File: src/rtl/slew_pkg.sv
// shared constants and types for the core rail transition control
package slew_pkg;
  localparam logic [7:0] SLEW_ADDR = 8'h1A;
  localparam logic [7:0] SLEW_RESET = 8'h06;
  localparam logic [7:0] BUCK_A_ADDR = 8'h01;
  localparam logic [7:0] BUCK_B_ADDR = 8'h02;
  localparam logic [5:0] BUCK_A_RESET = 6'h00;
  localparam logic [5:0] BUCK_B_RESET = 6'h19;
  localparam int LAUNCH_BIT = 7;
  localparam int BYPASS_BIT = 6;
  localparam int CLK_NS = 100;
  localparam int STEP0_NS = 160000;
  localparam logic [2:0] RATE_NOW = 3'h7;
  localparam logic [10:0] STEP0_CYC = 11'(STEP0_NS / CLK_NS);
  localparam logic [7:0] RSV_MASK = 8'h38;

  typedef struct packed {
    logic wr;
    logic [7:0] addr;
    logic [7:0] wdata;
  } reg_req_s;

  typedef enum logic [1:0] {
    ST_IDLE = 2'b00,
    ST_WAIT = 2'b01,
    ST_STEP = 2'b11
  } ramp_e;
endpackage : slew_pkg

File: src/rtl/core_rail_voltage_transition_ctrl.sv
// core buck set-point transition sequencer with slew pacing
//
// Function
// - only the two core bucks are ramped here; other rails are untouched.
// - writing 1 to the launch bit ramps both bucks to stored set-points.
// - the launch bit self-clears once the ramp completes.
// - with bypass set, a set-point write starts the ramp directly.
// - ramps are paced by the slew field in both launch and bypass modes.
// - transition register at 0x1A resets to 0x06, bits 5..3 read zero.
// - slew code n gives 160 us over 2^n per step, code 7 is immediate.
`timescale 1ns/1ps
module core_rail_voltage_transition_ctrl
  import slew_pkg::*;
#(
  parameter int CODE_W = 6
) (
  input wire logic ref_clk,
  input wire logic nrst,
  input wire logic clk_en,
  input wire reg_req_s req,
  output logic [7:0] rdata,
  output logic [CODE_W-1:0] buck_a_out,
  output logic [CODE_W-1:0] buck_b_out,
  output logic busy
);
  // ==========================================================
  // register file
  logic [7:0] slew_reg;
  logic [CODE_W-1:0] seta_reg;
  logic [CODE_W-1:0] setb_reg;
  logic pend_reg;
  logic done;
  ramp_e state_reg;
  logic wr_slew;
  logic wr_set;

  assign wr_slew = req.wr && req.addr == SLEW_ADDR;
  assign wr_set = req.wr &&
    (req.addr == BUCK_A_ADDR || req.addr == BUCK_B_ADDR);

  always_ff @(posedge ref_clk or negedge nrst) begin
    if (!nrst) begin
      slew_reg <= SLEW_RESET;
    end else if (clk_en) begin
      if (wr_slew) begin
        slew_reg[6:0] <= req.wdata[6:0] & ~RSV_MASK[6:0];
        // launch may only be set by software, never cleared
        if (req.wdata[LAUNCH_BIT]) begin
          slew_reg[LAUNCH_BIT] <= 1'b1;
        end else if (done) begin
          slew_reg[LAUNCH_BIT] <= 1'b0;
        end
      end else if (done) begin
        slew_reg[LAUNCH_BIT] <= 1'b0;
      end
    end
  end

  always_ff @(posedge ref_clk or negedge nrst) begin
    if (!nrst) begin
      seta_reg <= BUCK_A_RESET[CODE_W-1:0];
      setb_reg <= BUCK_B_RESET[CODE_W-1:0];
    end else if (clk_en && req.wr) begin
      // storing alone does not move the output
      if (req.addr == BUCK_A_ADDR) begin
        seta_reg <= req.wdata[CODE_W-1:0];
      end
      if (req.addr == BUCK_B_ADDR) begin
        setb_reg <= req.wdata[CODE_W-1:0];
      end
    end
  end

  // bypass set-point write is remembered on the same edge that stores it
  always_ff @(posedge ref_clk or negedge nrst) begin
    if (!nrst) begin
      pend_reg <= 1'b0;
    end else if (clk_en) begin
      pend_reg <= wr_set && slew_reg[BYPASS_BIT];
    end
  end

  always_ff @(posedge ref_clk or negedge nrst) begin
    if (!nrst) begin
      rdata <= 8'h00;
    end else if (clk_en) begin
      case (req.addr)
        SLEW_ADDR: rdata <= slew_reg & ~RSV_MASK;
        BUCK_A_ADDR: rdata <= 8'(seta_reg);
        BUCK_B_ADDR: rdata <= 8'(setb_reg);
        default: rdata <= 8'h00;
      endcase
    end
  end

  // ==========================================================
  // ramp pacing
  function automatic logic [10:0] step_cycles(input logic [2:0] code);
    step_cycles = STEP0_CYC >> code;
  endfunction : step_cycles

  function automatic logic [CODE_W-1:0] step_toward(
    input logic [CODE_W-1:0] cur, input logic [CODE_W-1:0] tgt);
    if (cur < tgt) begin
      step_toward = cur + 1'b1;
    end else if (cur > tgt) begin
      step_toward = cur - 1'b1;
    end else begin
      step_toward = cur;
    end
  endfunction : step_toward

  logic [10:0] tick_reg;
  logic start;
  logic at_tgt;
  assign start = slew_reg[LAUNCH_BIT] || pend_reg;
  assign at_tgt = buck_a_out == seta_reg && buck_b_out == setb_reg;
  assign done = state_reg == ST_STEP && at_tgt;

  // only the core buck outputs are driven here
  always_ff @(posedge ref_clk or negedge nrst) begin
    if (!nrst) begin
      state_reg <= ST_IDLE;
      tick_reg <= 11'h000;
      buck_a_out <= BUCK_A_RESET[CODE_W-1:0];
      buck_b_out <= BUCK_B_RESET[CODE_W-1:0];
    end else if (clk_en) begin
      case (state_reg)
        ST_IDLE: begin
          if (start) begin
            state_reg <= ST_WAIT;
            tick_reg <= 11'h000;
          end
        end
        ST_WAIT: begin
          // immediate code jumps straight to the target
          if (slew_reg[2:0] == RATE_NOW) begin
            buck_a_out <= seta_reg;
            buck_b_out <= setb_reg;
            state_reg <= ST_STEP;
          end else if (at_tgt) begin
            state_reg <= ST_STEP;
          end else if (tick_reg + 11'h001 >=
                       step_cycles(slew_reg[2:0])) begin
            tick_reg <= 11'h000;
            buck_a_out <= step_toward(buck_a_out, seta_reg);
            buck_b_out <= step_toward(buck_b_out, setb_reg);
          end else begin
            tick_reg <= tick_reg + 11'h001;
          end
        end
        ST_STEP: begin
          // targets moved mid-ramp keep ramping, else finish
          state_reg <= at_tgt ? ST_IDLE : ST_WAIT;
        end
        default: state_reg <= ST_IDLE;
      endcase
    end
  end

  always_ff @(posedge ref_clk or negedge nrst) begin
    if (!nrst) begin
      busy <= 1'b0;
    end else if (clk_en) begin
      busy <= state_reg != ST_IDLE || start;
    end
  end

  // ==========================================================
  // checks
  a_rsv_zero: assert property (
    @(posedge ref_clk) disable iff (!nrst)
    (slew_reg & RSV_MASK) == 8'h00)
    else $error("reserved slew bits nonzero");
  a_launch_hold: assert property (
    @(posedge ref_clk) disable iff (!nrst)
    clk_en && slew_reg[LAUNCH_BIT] && !done |=> slew_reg[LAUNCH_BIT])
    else $error("launch bit dropped early");
  a_launch_clear: assert property (
    @(posedge ref_clk) disable iff (!nrst)
    clk_en && done && !(wr_slew && req.wdata[LAUNCH_BIT])
    |=> !slew_reg[LAUNCH_BIT])
    else $error("launch bit not cleared");
  a_launch_set: assert property (
    @(posedge ref_clk) disable iff (!nrst)
    clk_en && wr_slew && req.wdata[LAUNCH_BIT] |=> slew_reg[LAUNCH_BIT])
    else $error("launch write ignored");
  a_hold_store: assert property (
    @(posedge ref_clk) disable iff (!nrst)
    state_reg == ST_IDLE && !start && !pend_reg && clk_en
    && !(wr_set && slew_reg[BYPASS_BIT])
    |=> $stable(buck_a_out) && $stable(buck_b_out))
    else $error("output moved without launch");
  a_bypass_go: assert property (
    @(posedge ref_clk) disable iff (!nrst)
    clk_en && wr_set && slew_reg[BYPASS_BIT] |=> pend_reg)
    else $error("bypass write did not start");
  a_step_size: assert property (
    @(posedge ref_clk) disable iff (!nrst)
    slew_reg[2:0] != RATE_NOW |=>
    (buck_a_out - $past(buck_a_out)) inside {'0, 1, '1})
    else $error("paced step larger than one code");
  a_b_step: assert property (
    @(posedge ref_clk) disable iff (!nrst)
    slew_reg[2:0] != RATE_NOW |=>
    (buck_b_out - $past(buck_b_out)) inside {'0, 1, '1})
    else $error("paced step on buck b larger than one code");
  a_fast_step: assert property (
    @(posedge ref_clk) disable iff (!nrst)
    clk_en && state_reg == ST_WAIT && slew_reg[2:0] == RATE_NOW
    |=> buck_a_out == $past(seta_reg) && buck_b_out == $past(setb_reg))
    else $error("immediate code did not jump");
  // a frozen ramp must resume where it stopped, not skip steps
  a_freeze_hold: assert property (
    @(posedge ref_clk) disable iff (!nrst)
    !clk_en |=> $stable(state_reg) && $stable(tick_reg)
    && $stable(buck_a_out) && $stable(slew_reg))
    else $error("state moved with clock enable low");
  a_busy_run: assert property (
    @(posedge ref_clk) disable iff (!nrst)
    clk_en && slew_reg[LAUNCH_BIT] |=> busy)
    else $error("launch pending without busy");
  c_launch: cover property (@(posedge ref_clk) done);
  c_bypass: cover property (@(posedge ref_clk) pend_reg);
  c_fast: cover property (@(posedge ref_clk)
    state_reg == ST_WAIT && slew_reg[2:0] == RATE_NOW);
  c_freeze: cover property (@(posedge ref_clk)
    !clk_en && state_reg == ST_WAIT);
endmodule : core_rail_voltage_transition_ctrl

File: config.mk
export PLATFORM = sky130hd
export DESIGN_NAME = core_rail_voltage_transition_ctrl
export DESIGN_NICKNAME = d
export VERILOG_FILES = /design/src/rtl/slew_pkg.sv /design/src/rtl/core_rail_voltage_transition_ctrl.sv
export SDC_FILE = /design/constraint.sdc
export NUM_CORES = 1
export LEC_CHECK = 0
export BUFFER_PORTS_ARGS = -buffer_cell sky130_fd_sc_hd__buf_2
export CAP_MARGIN = 20
export CORE_MARGIN = 2
export CORE_UTILIZATION = 45
export CTS_CLUSTER_SIZE = 28
export DETAILED_ROUTE_END_ITERATION = 8
export PLACE_DENSITY_LB_ADDON = 0.2
export REMOVE_ABC_BUFFERS = 1
export SYNTH_ARGS = -nofsm -noshare
export SYNTH_HDL_FRONTEND = slang
export SYNTH_SLANG_ARGS = --single-unit
File: constraint.sdc
create_clock -name ref_clk -period 3.5 [get_ports ref_clk]
set_input_delay 0.175 -clock ref_clk [delete_from_list [all_inputs] [get_ports ref_clk]]
set_output_delay 0.175 -clock ref_clk [all_outputs]
set_load 0.03 [all_outputs]
* Yosys cells after proc, flatten, opt, wreduce, memory -nomap -nowiden
Index checks and enable logic that the tools add are counted.
** Word-level totals
- Flip-flop bits (word level) :: 52
- Bits in latches :: 0
- RAM bits :: 0
- Memory bits (read-only) :: 0
- Bits of input ports :: 20
- Output and inout bits :: 21
- Word-level logic and storage cells :: 81
- Memories kept :: 0
** Cells by class
- Add/sub/neg operators :: 5
- Multiply operators :: 0
- Div/mod/pow operators :: 0
- Order comparisons :: 5
- Equal/unequal tests :: 13
- Shifts and indexed selects :: 1
- Mux-type cells :: 24
- Bitwise operators :: 0
- Reduce and logical (&&, ||, !) cells :: 22
** Operators with widths (number)
- $mux 6 :: 10
- $mux 11 :: 4
- $pmux 8 s3 :: 1
- $pmux 11 s2 :: 1
- $reduce_and 5->1 :: 3
- $add 6x1->6 const B :: 2
- $eq 6x6->1 :: 2
- $gt 6x6->1 :: 2
- $lt 6x6->1 :: 2
- $sub 6x1->6 const B :: 2
- $add 11x1->11 const B :: 1
- $ge 11x11->1 :: 1
- $shr 11x3->11 const A :: 1
- $eq 8x1->1 const B :: 1
- $eq 8x2->1 const B :: 1
- $eq 8x5->1 const B :: 1
- $logic_and 1x1->1 :: 6
- $mux 2 :: 3
- $ne 2x2->1 const B :: 3
- $pmux 2 s3 :: 1
- $reduce_and 2->1 :: 3
- $reduce_bool 2->1 :: 3
- $reduce_bool 3->1 :: 2
- $mux 1 :: 4
- other kinds (8) :: 10

* Depth between registers and ports, before layout
Gate-level depths: netlist (run 1).
- Depth after elaboration :: 6
- Depth in mapped cells :: 13
- Depth with buffers taken out :: 13

* Least setup slack after synthesis (run 1)
OpenSTA, ideal clock, no wires.
- Path type :: register -> register
- From :: register tick_reg[0]
- To :: register buck_b_out[1]
- Setup time :: 0.125 ns
- Arrival :: 2.767 ns
- Data required time :: 3.375 ns
- Setup slack :: 0.608 ns
- Cell stages (with the launch flop) :: 14
- Path buffers :: 1
- Clock period less this slack :: 2.892 ns
- Cell sequence :: dfrtp_1 -> ha_1 -> nand3_1 -> nor2_1 -> and3_1 -> nand3_1 -> xnor2_1 -> ha_1 -> and3_1 -> o211ai_1 -> and3_1 -> buf_6 -> nor2_4 -> mux2_4
** On the way
- Longest elaborated chain between the ends :: 4
** Ends and longest elaborated chain
- start, declared :: line core_rail_voltage_transition_ctrl.sv:113 : logic [10:0] tick_reg;
- start signal, assigned :: line core_rail_voltage_transition_ctrl.sv:149 : tick_reg <= tick_reg + 11'h001;
- $add 11x1->11 :: line core_rail_voltage_transition_ctrl.sv:143 : end else if (tick_reg + 11'h001 >=
- $ge 11x11->1 :: line core_rail_voltage_transition_ctrl.sv:143
- $reduce_bool 2->1 (no line)
- $reduce_and 5->1 (no line)
- end signal, assigned :: line core_rail_voltage_transition_ctrl.sv:126 : buck_b_out <= BUCK_B_RESET[CODE_W-1:0];
- end signal, assigned :: line core_rail_voltage_transition_ctrl.sv:139 : buck_b_out <= setb_reg;
- end signal, assigned :: line core_rail_voltage_transition_ctrl.sv:147 : buck_b_out <= step_toward(buck_b_out, setb_reg);
- end, declared :: line core_rail_voltage_transition_ctrl.sv:23 : output logic [CODE_W-1:0] buck_b_out,
Every way passes these cells.
A chain may end at the register's enable or synchronous reset.

* Worst setup path after layout (run 1)
- From :: register tick_reg[0]
- To :: register buck_a_out[4]
** On the way
- Longest elaborated chain between the ends :: 4
** Ends and longest elaborated chain
- $add 11x1->11 :: line core_rail_voltage_transition_ctrl.sv:143
- $ge 11x11->1 :: line core_rail_voltage_transition_ctrl.sv:143
- $reduce_bool 2->1 (no line)
- $reduce_and 5->1 (no line)
- end signal, assigned :: line core_rail_voltage_transition_ctrl.sv:125 : buck_a_out <= BUCK_A_RESET[CODE_W-1:0];
- end signal, assigned :: line core_rail_voltage_transition_ctrl.sv:138 : buck_a_out <= seta_reg;
- end signal, assigned :: line core_rail_voltage_transition_ctrl.sv:146 : buck_a_out <= step_toward(buck_a_out, seta_reg);
- end, declared :: line core_rail_voltage_transition_ctrl.sv:22 : output logic [CODE_W-1:0] buck_a_out,
Every way passes these cells.

==> impl_results.md, run 1 <==
- Htree depth: 2
- Via density: ~5.6
- Placer congestion estimate: 0.8427
- Pin count of the biggest net entering global routing: 34
- Layout cells sized above 1: 24.81%
- EDFF count, synth: 0
- Filler cells: 778
- Std cell rows: 32
- Drt total wl: 7910 µm
- Clock root cell: clkbuf_8
- Die height: around 94 µm
- First-pass GRT wire length: between 10000 and 15000 µm
- Iteration count of the initial detailed-routing pass: 5
- Post-cts hold buffer count: 1
- Worst skew pair latency: roughly 320 ps
- Post-CTS setup repair buffer count: 0
- Dpl cells: around 500
- Initial antenna violation count: 0
- Syn Inst Count: ~360
- VDD IR max: around 0.22 mV
- LEAKAGE: 1.927 nW
- Seq/Total Area, Yosys: 36.29%
- P&R area growth vs syn: 10.01%
- Vias in the first global route: 2710
- Cell Pwr Density: about 680 mW/mm²
- Number of DRC markers in iteration 0: 110
- Die X: 93.61 µm
- Reg2reg start: tick_reg[0]
- Max-Cap Viols: 0
- Cell Count, Final, Fillers Out: 497
- Clock Skew: 12.84 ps
- Final setup vio count: 0
- Vias after detailed routing: 2771
- Min-Delay Path Class: in -> reg
- Hold Path Stages: 2
- GRT Total Usage: 19.34%
- Setup crit end kind: flip-flop
- Final Hold Fails: 0
- Ports: 41
- Ys Warns: 0
- CTS Sinks: 52
- Worst EP arrival: ~3400 ps
- Nets: 452
- Starting Density: between 40 and 50%
- CTS max path bufs: 2
- Post-route clock period utilization: 91.70%
- Crit path from: tick_reg[0]
- HP Start: req[6]
- Max reg flops: 11
- FF-to-FF path depth: 12
- HPWL Detailed: 6107 µm
- Slew margin rel.: 62.39%
- Fin crit period: 3210 ps
- Async S/R FF share, synth: 100.0%
- Status: completed
- F_max: 311.6 MHz
- Synthesized cell area: approximately 0.0036 mm²
- Slew Viols, Final: 0
- TritonCTS Buffers: 5
- Number of routed nets with antenna violations: 0
- RSZ-0062 raised after global routing: no
- Synth cell types: 65
- TritonCTS clock tree: done
- Startpoint Class: flip-flop
- Worst-Margin Slew: 562.8 ps
- Post_cts resized: 0
- Worst endpoint required time: 3710 ps
- Post-synthesis register bit count: 52
- DRC: 0
- Final hold slack: 69.20 ps
- Overflow left after global routing: 0
- Critical path fanouts, max: 6
- Core footprint: 0.007767 mm²
- Clock transition at path regs: between 100 and 150 ps
- Predominant post-synthesis flop cell: dfrtp_1
- DIE AREA: a little under 0.009 mm²
- Mean area per synthesized cell: between 10 and 15 µm²
- Setup TNS: 0 ps
- PortBufs: 40
- ANT cells: 0
- Critical path type: reg -> reg
- Mean routed wirelength per cell: 15.92 µm
power breakdown:
| group | switching (mW) | total (mW) | internal (mW) |
|---|---|---|---|
| Sequential | 0.124 | 0.820 | 0.696 |
| Combinational | 0.854 | 1.53 | 0.673 |
| Clock | 0.223 | 0.370 | 0.146 |
cell type report:
cell class	count	area (µm²)	area share, %
clock buffer	5	68.82	1.731
clock inverter	3	25.02	0.6295
inverter	26	97.59	2.455
multi-input combinational	267	2127	53.51
sequential	52	1311	32.99
tap	102	127.6	3.211
timing repair buffer	42	217.7	5.477
cells by family (layout without fill, tap and decap cells):
group / after synthesis / after routing / synth area share [%]
AO/OA/AOI/OAI: 101 / 101 / 19.67
adder cells (fa/ha/maj): 38 / 38 / 13.57
AND/OR/NAND/NOR: 90 / 90 / 14.02
multiplexers: 24 / 24 / 8.207
buffers and inverters: 39 / 76 / 4.847
flip-flops: 52 / 52 / 36.29
XOR/XNOR: 14 / 14 / 3.393
routing by layer:
metal  wire length, µm  GRT usage (%)  vias to the layer above
met5                 0              0                        -
met4                77          3.986                        0
met3               309          3.143                        5
met2              3645          31.12                       51
met1              3878          27.62                     1338
li1                  -              -                     1377
synth_stat cells (2+ instances only):
master	n	area share, %
dfrtp_1	44	30
and4_4	2	0.62
and2_1	3	0.52
buf_4	2	0.42
fa_1	2	1.1
nor3_1	2	0.28
mux2i_1	3	0.83
ha_1	36	12
xnor2_1	6	1.5
o21bai_1	7	1.5
a22oi_1	3	0.62
a21oi_1	16	2.2
a21o_1	11	2.3
nand3_2	3	0.83
and2_4	3	0.73
nand2_1	31	3.2
a211oi_1	3	0.62
mux2_4	8	3.3
o21ai_0	19	2.6
a211oi_2	2	0.69
a222oi_1	3	0.83
and3_1	7	1.2
nor2_1	10	1.0
clkbuf_1	3	0.31
o22ai_1	5	0.87
nor4_1	2	0.35
nor2_4	2	0.62
xor2_1	8	1.9
dfstp_2	8	5.8
buf_2	5	0.69
nor3b_1	3	0.62
buf_6	2	0.62
nand3_1	11	1.5
a22o_1	9	2.2
o21ai_1	5	0.69
o31ai_1	3	0.62
mux2_2	12	3.7
a211o_1	2	0.48
inv_1	26	2.7
final timing paths:
path	endpoint	slack (ps)
worst min-delay path	slew_reg[6]	70
max in group asynchronous	setb_reg[0]	2350
worst max register to register	buck_a_out[4]	290
worst max-delay path	buck_a_out[4]	290
min in group asynchronous	buck_a_out[0]	330
worst min register to register	slew_reg[6]	530
cell usage in the layout, fill, tap and decap left out, drive strengths merged, types with 3 or more instances in the layout:
cell type	n
mux2i	3
o21bai	7
a21o	11
xnor2	6
a222oi	3
inv	28
a22oi	3
a21oi	17
and4	3
nor3b	3
and3	8
o31ai	3
nor2	12
xor2	8
ha	36
dfstp	8
nand3	14
o21ai	25
and2	7
nand2	32
clkbuf	5
a22o	9
o22ai	5
dfrtp	44
mux2	21
a211oi	5
buf	41
stage by stage:
| stage | instance area [µm²] | setup slack (ps) | utilization (%) | power [mW] |
|---|---|---|---|---|
| floorplan | 3536 | 587.4 | - | 2.014 |
| global placement | 3871 | 410.6 | 49.84 | 2.306 |
| detailed placement | 3871 | 306.8 | 49.84 | 2.364 |
| CTS | 3975 | 288.4 | 51.18 | 2.736 |
| global route | 3975 | 40.89 | 51.18 | 2.952 |
| finish | 3975 | 290.4 | 51.18 | 2.717 |
worst max-delay path: stages (launching register included):
cell and delay [ps]:
dfrtp_1 440, ha_1 250, nand3_1 170, nor2_1 170
and3_1 240, nand3_1 110, xnor2_1 190, ha_1 270
and3_1 190, a31oi_2 210, and3_1 420, nor2_4 130
mux2_4 320
Note: power is estimated with default switching activity, not from simulation.
==> run 2, diff against run 1 <==
--- a/config.mk
+++ b/config.mk
@@ -5,6 +5,7 @@
 export SDC_FILE = /design/constraint.sdc
 export NUM_CORES = 1
 export LEC_CHECK = 0
+export ABC_AREA = 1
 export BUFFER_PORTS_ARGS = -buffer_cell sky130_fd_sc_hd__buf_2
 export CAP_MARGIN = 20
 export CORE_MARGIN = 2
==> run 2 against run 1 <==
Combinational power down 74%; cell area increased by 6.1%; largest cell class unchanged; power fell by 43%; global-route usage increased by 0.091 points; synthesized cell count grew 41%; setup slack improved by 430 ps; critical path type unchanged; via count is 18% higher; non-clock buffer count is 2 higher.
==> impl_results.md, run 2 <==
- Worst EP arrival: 2960 ps (was 3410 ps)
- EDFF count, synth: 0 (unchanged)
- Cell Pwr Density: 365.9 mW/mm² (was 683.5 mW/mm²)
- Post-synthesis register bit count: 52 (unchanged)
- CTS Sinks: 52 (unchanged)
- Clock root cell: clkbuf_8 (unchanged)
- Pin count of the biggest net entering global routing: 32 (was 34)
- Number of DRC markers in iteration 0: 124 (was 110)
- Reg2reg start: tick_reg[0] (unchanged)
- Mean routed wirelength per cell: 13.01 µm (was 15.92 µm)
- First-pass GRT wire length: 14110 µm (was 13390 µm)
- Max reg flops: 11 (unchanged)
- Min-Delay Path Class: in -> reg (unchanged)
- Number of routed nets with antenna violations: 0 (unchanged)
- Final Hold Fails: 0 (unchanged)
- Starting Density: 46.41% (was 46.52%)
- Core footprint: 0.008217 mm² (was 0.007767 mm²)
- RR Endpoint: buck_a_out[4] (unchanged)
- Fin util: 51.35% (was 51.18%)
- Die height: 96.06 µm (was 93.61 µm)
- Iteration count of the initial detailed-routing pass: 4 (was 5)
- VDD IR max: 0.2401 mV (was 0.2157 mV)
- Drt total wl: 8433 µm (was 7910 µm)
- Die X: 96.06 µm (was 93.61 µm)
- Clock Skew: 9.671 ps (was 12.84 ps)
- Seq/Total Area, Yosys: 34.38% (was 36.29%)
- Slew margin rel.: 61.72% (was 62.39%)
- Commonest cells after routing, fill and taps aside: nand2_1 (141), inv_1 (74), dfrtp_1 (44), buf_2 (40), ha_1 (36) (was dfrtp_1 (44), buf_2 (40), ha_1 (36), nand2_1 (31), inv_1 (26))
- Routed met1 length: 4099 µm (was 3878 µm)
- Synth top area share: 28.87% (was 30.47%)
- Status: completed (unchanged)
- FF-to-FF path depth: 15 (was 12)
- CTS max path bufs: 2 (unchanged)
- Mean area per synthesized cell: 7.567 µm² (was 10.09 µm²)
- Post_cts resized: 0 (unchanged)
- Filler cells: 798 (was 778)
- Vias in the first global route: 3007 (was 2710)
- DR WL met2: 3962 µm (was 3645 µm)
- Most frequent cell after synthesis: nand2_1 (was dfrtp_1)
- Reg-to-reg slack, setup: 720 ps (was 290 ps)
- Via density: 5.029 (was 5.575)
- Fin crit period: 2784 ps (was 3210 ps)
- Area leader, netlist: dfrtp_1 (unchanged)
- Async S/R FF share, synth: 100.0% (unchanged)
- Placer congestion estimate: 0.8709 (was 0.8427)
- Metal3 WL: 299 µm (was 309 µm)
- Post-route clock period utilization: 79.55% (was 91.70%)
- Startpoint Class: flip-flop (unchanged)
- Worst skew pair latency: 300 ps (was 320 ps)
- Slew Viols, Final: 0 (unchanged)
- Final setup vio count: 0 (unchanged)
- TritonCTS Buffers: 5 (unchanged)
- Setup TNS: 0 ps (unchanged)
- Synthesized cell area: 0.003814 mm² (was 0.003613 mm²)
- Crit path from: tick_reg[0] (unchanged)
- Synth area leaders: dfrtp_1 (29%), nand2_1 (14%), ha_1 (12%) (was dfrtp_1 (30%), ha_1 (12%), dfstp_2 (5.8%))
- Synth top cells by count: nand2_1 (141), inv_1 (74), dfrtp_1 (44), ha_1 (36), o21ai_0 (35) (was dfrtp_1 (44), ha_1 (36), nand2_1 (31), inv_1 (26), o21ai_0 (19))
- Commonest non-fill, non-tap cell in the layout: nand2_1 (was dfrtp_1)
- PortBufs: 40 (unchanged)
- HPWL Detailed: 6567 µm (was 6107 µm)
- Clock transition at path regs: 100 ps (was 110 ps)
- DRC: 0 (unchanged)
- Max-Cap Viols: 0 (unchanged)
- GRT Total Usage: 19.43% (was 19.34%)
- Vias after detailed routing: 3259 (was 2771)
- Critical path fanouts, max: 11 (was 6)
- TritonCTS clock tree: done (unchanged)
- Nets: 600 (was 452)
- Critical Path End: buck_a_out[4] (unchanged)
- F_max: 359.2 MHz (was 311.6 MHz)
- Std cell rows: 33 (was 32)
- Syn Inst Count: 504 (was 358)
- LEAKAGE: 2.285 nW (was 1.927 nW)
- DIE AREA: 0.009228 mm² (was 0.008763 mm²)
- Synth cell types: 37 (was 65)
- Worst-Margin Slew: 573.5 ps (was 562.8 ps)
- Initial antenna violation count: 0 (unchanged)
- Overflow left after global routing: 0 (unchanged)
- Dpl cells: 639 (was 488)
- ANT cells: 0 (unchanged)
- Predominant post-synthesis flop cell: dfrtp_1 (unchanged)
- Layout cells sized above 1: 16.94% (was 24.81%)
- Ports: 41 (unchanged)
- Cell Count, Final, Fillers Out: 648 (was 497)
- Worst endpoint required time: 3670 ps (was 3710 ps)
- Critical path type: reg -> reg (unchanged)
- Highest routed layer: met4 (unchanged)
- Htree depth: 2 (unchanged)
- Ys Warns: 0 (unchanged)
- Setup crit end kind: flip-flop (unchanged)
- RSZ-0062 raised after global routing: no (unchanged)
- P&R area growth vs syn: 10.63% (was 10.01%)
[run 2: cell count changes in the layout (fill, tap and decap cells not counted), sizes merged, moves of 6 or more]
cell,before,now
and3,8,0
o21bai,7,0
nand2,32,150
a22o,9,0
nor2,12,31
a21o,11,0
inv,28,76
nand4,1,7
nand3,14,33
mux2,21,0
and2,7,0
o21ai,25,56
[run 2: how the worst min path moves through the flow]
stage / startpoint / to / slack (ps) / cells past startpoint
floorplan: nrst / buck_a_out[0] / -120 / 0
global placement: nrst / tick_reg[7] / 180 / 1
detailed placement: nrst / tick_reg[7] / 180 / 1
CTS: req[7] / slew_reg[7] / 120 / 3
global route: req[7] / slew_reg[7] / 130 / 3
finish: req[7] / slew_reg[7] / 110 / 3
[run 2: what timing repair did]
action / 4_1_cts / 5_1_grt
hold endpoints to repair: 19 / 0
buffers inserted: 0 / 0
hold buffers: 1 / 0
[run 2: layout make-up]
cell class	instances	area, µm²	share of cell area [%]
inverters	76	285.3	6.762
clock buffers	6	72.57	1.720
clock inverters	2	60.06	1.423
multi-input cells	363	2126	50.39
repair buffers	44	232.7	5.516
well taps	105	131.4	3.114
flip-flops and latches	52	1311	31.08
[run 2: kinds of logic after synthesis]
kind of cell,after synthesis,share of synthesized area [%]
fa+ha+maj,38,12.86
buf+inv,89,9.876
flops,52,34.38
xor+xnor,11,2.526
simple gates,229,26.84
compound gates,85,13.52
[run 2: stage by stage]
stage | power (mW) | worst slack [ps] | hold WS [ps] | instance area, µm²
floorplan | 0.9669 | 686.5 | -120.6 | 3722
global placement | 1.056 | 768.2 | 179.4 | 4076
detailed placement | 1.065 | 721.0 | 180.9 | 4076
CTS | 1.556 | 708.4 | 116.0 | 4219
global route | 1.636 | 334.9 | 128.4 | 4219
finish | 1.544 | 715.8 | 111.8 | 4219
[run 2: metal layers]
metal | vias up | GRT usage, %
li1 | 1704 | -
met1 | 1498 | 27.75
met2 | 51 | 31.66
met3 | 6 | 2.741
met4 | 0 | 3.452
met5 | - | 0
[run 2: report_power, final]
group / switching [mW] / internal, mW
logic: 0.266 / 0.125
clock network: 0.206 / 0.286
registers: 0.0270 / 0.633
total: 0.499 / 1.04
[run 2: critical path, cell delays in order (launching register included)]
cell and delay, ps:
dfrtp_1 430, ha_1 230, nand3_1 130, nor3_2 180, nand3_1 110, xnor2_1 160, ha_1 320, nand2_1 70
nor2_1 130, nand2_1 60, nor2_1 120, nor2_1 70, nand3_2 90, nand3_1 310, nand2_1 130, o21ai_0 80
==> run 3, diff against run 2 <==
==> constraint.sdc (replaced) <==
create_clock -name ref_clk -period 2.4 [get_ports ref_clk]
set_input_delay 0.12 -clock ref_clk [delete_from_list [all_inputs] [get_ports ref_clk]]
set_output_delay 0.12 -clock ref_clk [all_outputs]
set_load 0.03 [all_outputs]
==> run 3 against run 2 <==
The run now ends with negative setup slack left; sequential cell count stayed put; final cell count is 8.8% higher; sequential power is 46% higher; setup slack worse by 870 ps; cell area is 15% higher.
==> impl_results.md, run 3 (synthesized netlist as in run 2, its figures left out) <==
- Status: finished, violations left (was completed)
- Failing checks: negative setup slack
- Max reg flops: 11 (unchanged)
- Placer congestion estimate: 0.8497 (was 0.8709)
- Die height: 96.06 µm (unchanged)
- Initial antenna violation count: 0 (unchanged)
- Nets: 657 (was 600)
- Commonest cells after routing, fill and taps aside: nand2_1 (133), inv_1 (73), buf_4 (56), dfrtp_1 (43), buf_2 (40) (was nand2_1 (141), inv_1 (74), dfrtp_1 (44), buf_2 (40), ha_1 (36))
- DR WL met2: 4807 µm (was 3962 µm)
- Worst Hold Endpoint: setb_reg[4] (was slew_reg[7])
- RSZ-0062 raised after global routing: yes (was no)
- First-pass GRT wire length: 15320 µm (was 14110 µm)
- Starting Density: 46.41% (unchanged)
- Hold Path Stages: 3 (unchanged)
- Routed met1 length: 4386 µm (was 4099 µm)
- Mean routed wirelength per cell: 13.78 µm (was 13.01 µm)
- Layout cells sized above 1: 31.00% (was 16.94%)
- VDD IR max: 0.2633 mV (was 0.2401 mV)
- Iteration count of the initial detailed-routing pass: 5 (was 4)
- Core footprint: 0.008217 mm² (unchanged)
- Commonest non-fill, non-tap cell in the layout: nand2_1 (unchanged)
- Worst EP arrival: 2790 ps (was 2960 ps)
- Final Total Pwr: 2.224 mW (was 1.544 mW)
- Worst endpoint required time: 2640 ps (was 3670 ps)
- Clock transition at path regs: 110 ps (was 100 ps)
- Max-Cap Viols: 0 (unchanged)
- Vias in the first global route: 3281 (was 3007)
- Pre-CTS setup slack: -155.6 ps (was 721.0 ps)
- Slew Viols, Final: 0 (unchanged)
- Number of DRC markers in iteration 0: 135 (was 124)
- Slew margin rel.: 54.34% (was 61.72%)
- Vias after detailed routing: 3566 (was 3259)
- LEAKAGE: 2.585 nW (was 2.285 nW)
- F_max: 392.3 MHz (was 359.2 MHz)
- Highest routed layer: met4 (unchanged)
- Via density: 5.058 (was 5.029)
- Clock root cell: clkbuf_8 (unchanged)
- P&R area growth vs syn: 26.77% (was 10.63%)
- Worst-Margin Slew: 684.9 ps (was 573.5 ps)
- Std cell rows: 33 (unchanged)
- Post-route clock period utilization: 106.2% (was 79.55%)
- Htree depth: 2 (unchanged)
- ANT cells: 0 (unchanged)
- CTS max path bufs: 2 (unchanged)
- HP Start: req[4] (was req[7])
- Critical path type: reg -> reg (unchanged)
- GRT Total Usage: 21.21% (was 19.43%)
- Min-Delay Path Class: in -> reg (unchanged)
- Pin count of the biggest net entering global routing: 53 (was 32)
- CTS Sinks: 52 (unchanged)
- DRC: 0 (unchanged)
- RR Endpoint: buck_b_out[1] (was buck_a_out[4])
- TritonCTS clock tree: done (unchanged)
- Cell Area, Placed: 0.004459 mm² (was 0.004076 mm²)
- Drt total wl: 9715 µm (was 8433 µm)
- Startpoint Class: flip-flop (unchanged)
- Final setup vio count: 23 (was 0)
- Cell Pwr Density: 460.1 mW/mm² (was 365.9 mW/mm²)
- Number of routed nets with antenna violations: 0 (unchanged)
- Clock Skew: 13.27 ps (was 9.671 ps)
- Worst skew pair latency: 310 ps (was 300 ps)
- DIE AREA: 0.009228 mm² (unchanged)
- Ports: 41 (unchanged)
- Final Cell Area: 0.004835 mm² (was 0.004219 mm²)
- Die X: 96.06 µm (unchanged)
- Setup crit end kind: flip-flop (unchanged)
- PortBufs: 40 (unchanged)
- Metal3 WL: 391 µm (was 299 µm)
- Fin crit period: 2549 ps (was 2784 ps)
- Final Hold Fails: 0 (unchanged)
- TritonCTS Buffers: 5 (unchanged)
- PnR worst setup slack: -149.3 ps (was 715.8 ps)
- Reg2reg start: tick_reg[1] (was tick_reg[0])
- Reg-to-reg slack, setup: -150 ps (was 720 ps)
- Critical path fanouts, max: 5 (was 11)
- Overflow left after global routing: 0 (unchanged)
- HPWL Detailed: 7079 µm (was 6567 µm)
- FF-to-FF path depth: 15 (unchanged)
[run 3: cell types whose count changed in the layout (fill, tap and decap cells not counted), sizes merged]
cell	delta
clkinvlp	+2
buf	+57
bufinv	-2
[run 3: layer usage]
metal | GRT usage, % | up-vias
met1 | 28.11 | 1664
met3 | 3.132 | 13
met2 | 36.92 | 78
li1 | - | 1811
met5 | 0 | -
met4 | 3.929 | 0
[run 3: what timing repair did]
action / CTS / global route
gates cloned: 1 / 1
hold buffers: 1 / 0
setup endpoints to repair: 23 / 23
pin swaps: 10 / 18
hold endpoints to repair: 44 / 0
setup buffers: 0 / 4
resized for setup: 21 / 33
[run 3: power breakdown]
group | switching (mW) | internal, mW | leakage (nW) | total, mW
clock network | 0.319 | 0.235 | 0.0434 | 0.553
registers | 0.0400 | 0.923 | 0.682 | 0.963
logic | 0.450 | 0.258 | 1.86 | 0.708
total | 0.809 | 1.42 | 2.58 | 2.22
[run 3: worst max-delay path, stage by stage (launching register included)]
cell and delay [ps]:
dfrtp_1 410, ha_4 160, nand3_4 80, nor3_4 170, nand3_2 130, xnor2_2 170
ha_1 330, nand2_2 70, nor2_2 110, nand2_1 80, nor2_2 140, nor2_1 70
nand3_2 110, nand3_2 110, buf_4 190, o21ai_1 130
[run 3: stage by stage]
stage	util, %	TNS, ps	instances	hold slack (ps)
2_1_floorplan	-	-4961	491	-175.6
3_3_place_gp	54.27	-2308	690	283.4
3_5_place_dp	54.27	-2900	690	291.7
4_1_cts	56.59	-1898	700	35.92
5_1_grt	58.84	-5935	705	78.18
6_report	58.84	-2315	705	36.62
[run 3: worst max path at each step]
stage,from,endpoint,slack [ps],depth (start not counted)
CTS,tick_reg[1],tick_reg[0],-120,14
finish,tick_reg[1],buck_b_out[1],-150,15
global route,tick_reg[0],buck_b_out[2],-340,16
floorplan,slew_reg[1],tick_reg[1],-410,14
global placement,slew_reg[1],tick_reg[8],-140,15
detailed placement,slew_reg[1],tick_reg[0],-160,15
[run 3: cell type report]
class	count	area, µm²
well taps	105	131.4
fillers	727	3382
inverters	76	285.3
repair buffers	101	675.6
multi-input cells	363	2332
flip-flops and latches	52	1313
clock buffers	6	82.58
clock inverters	2	15.01
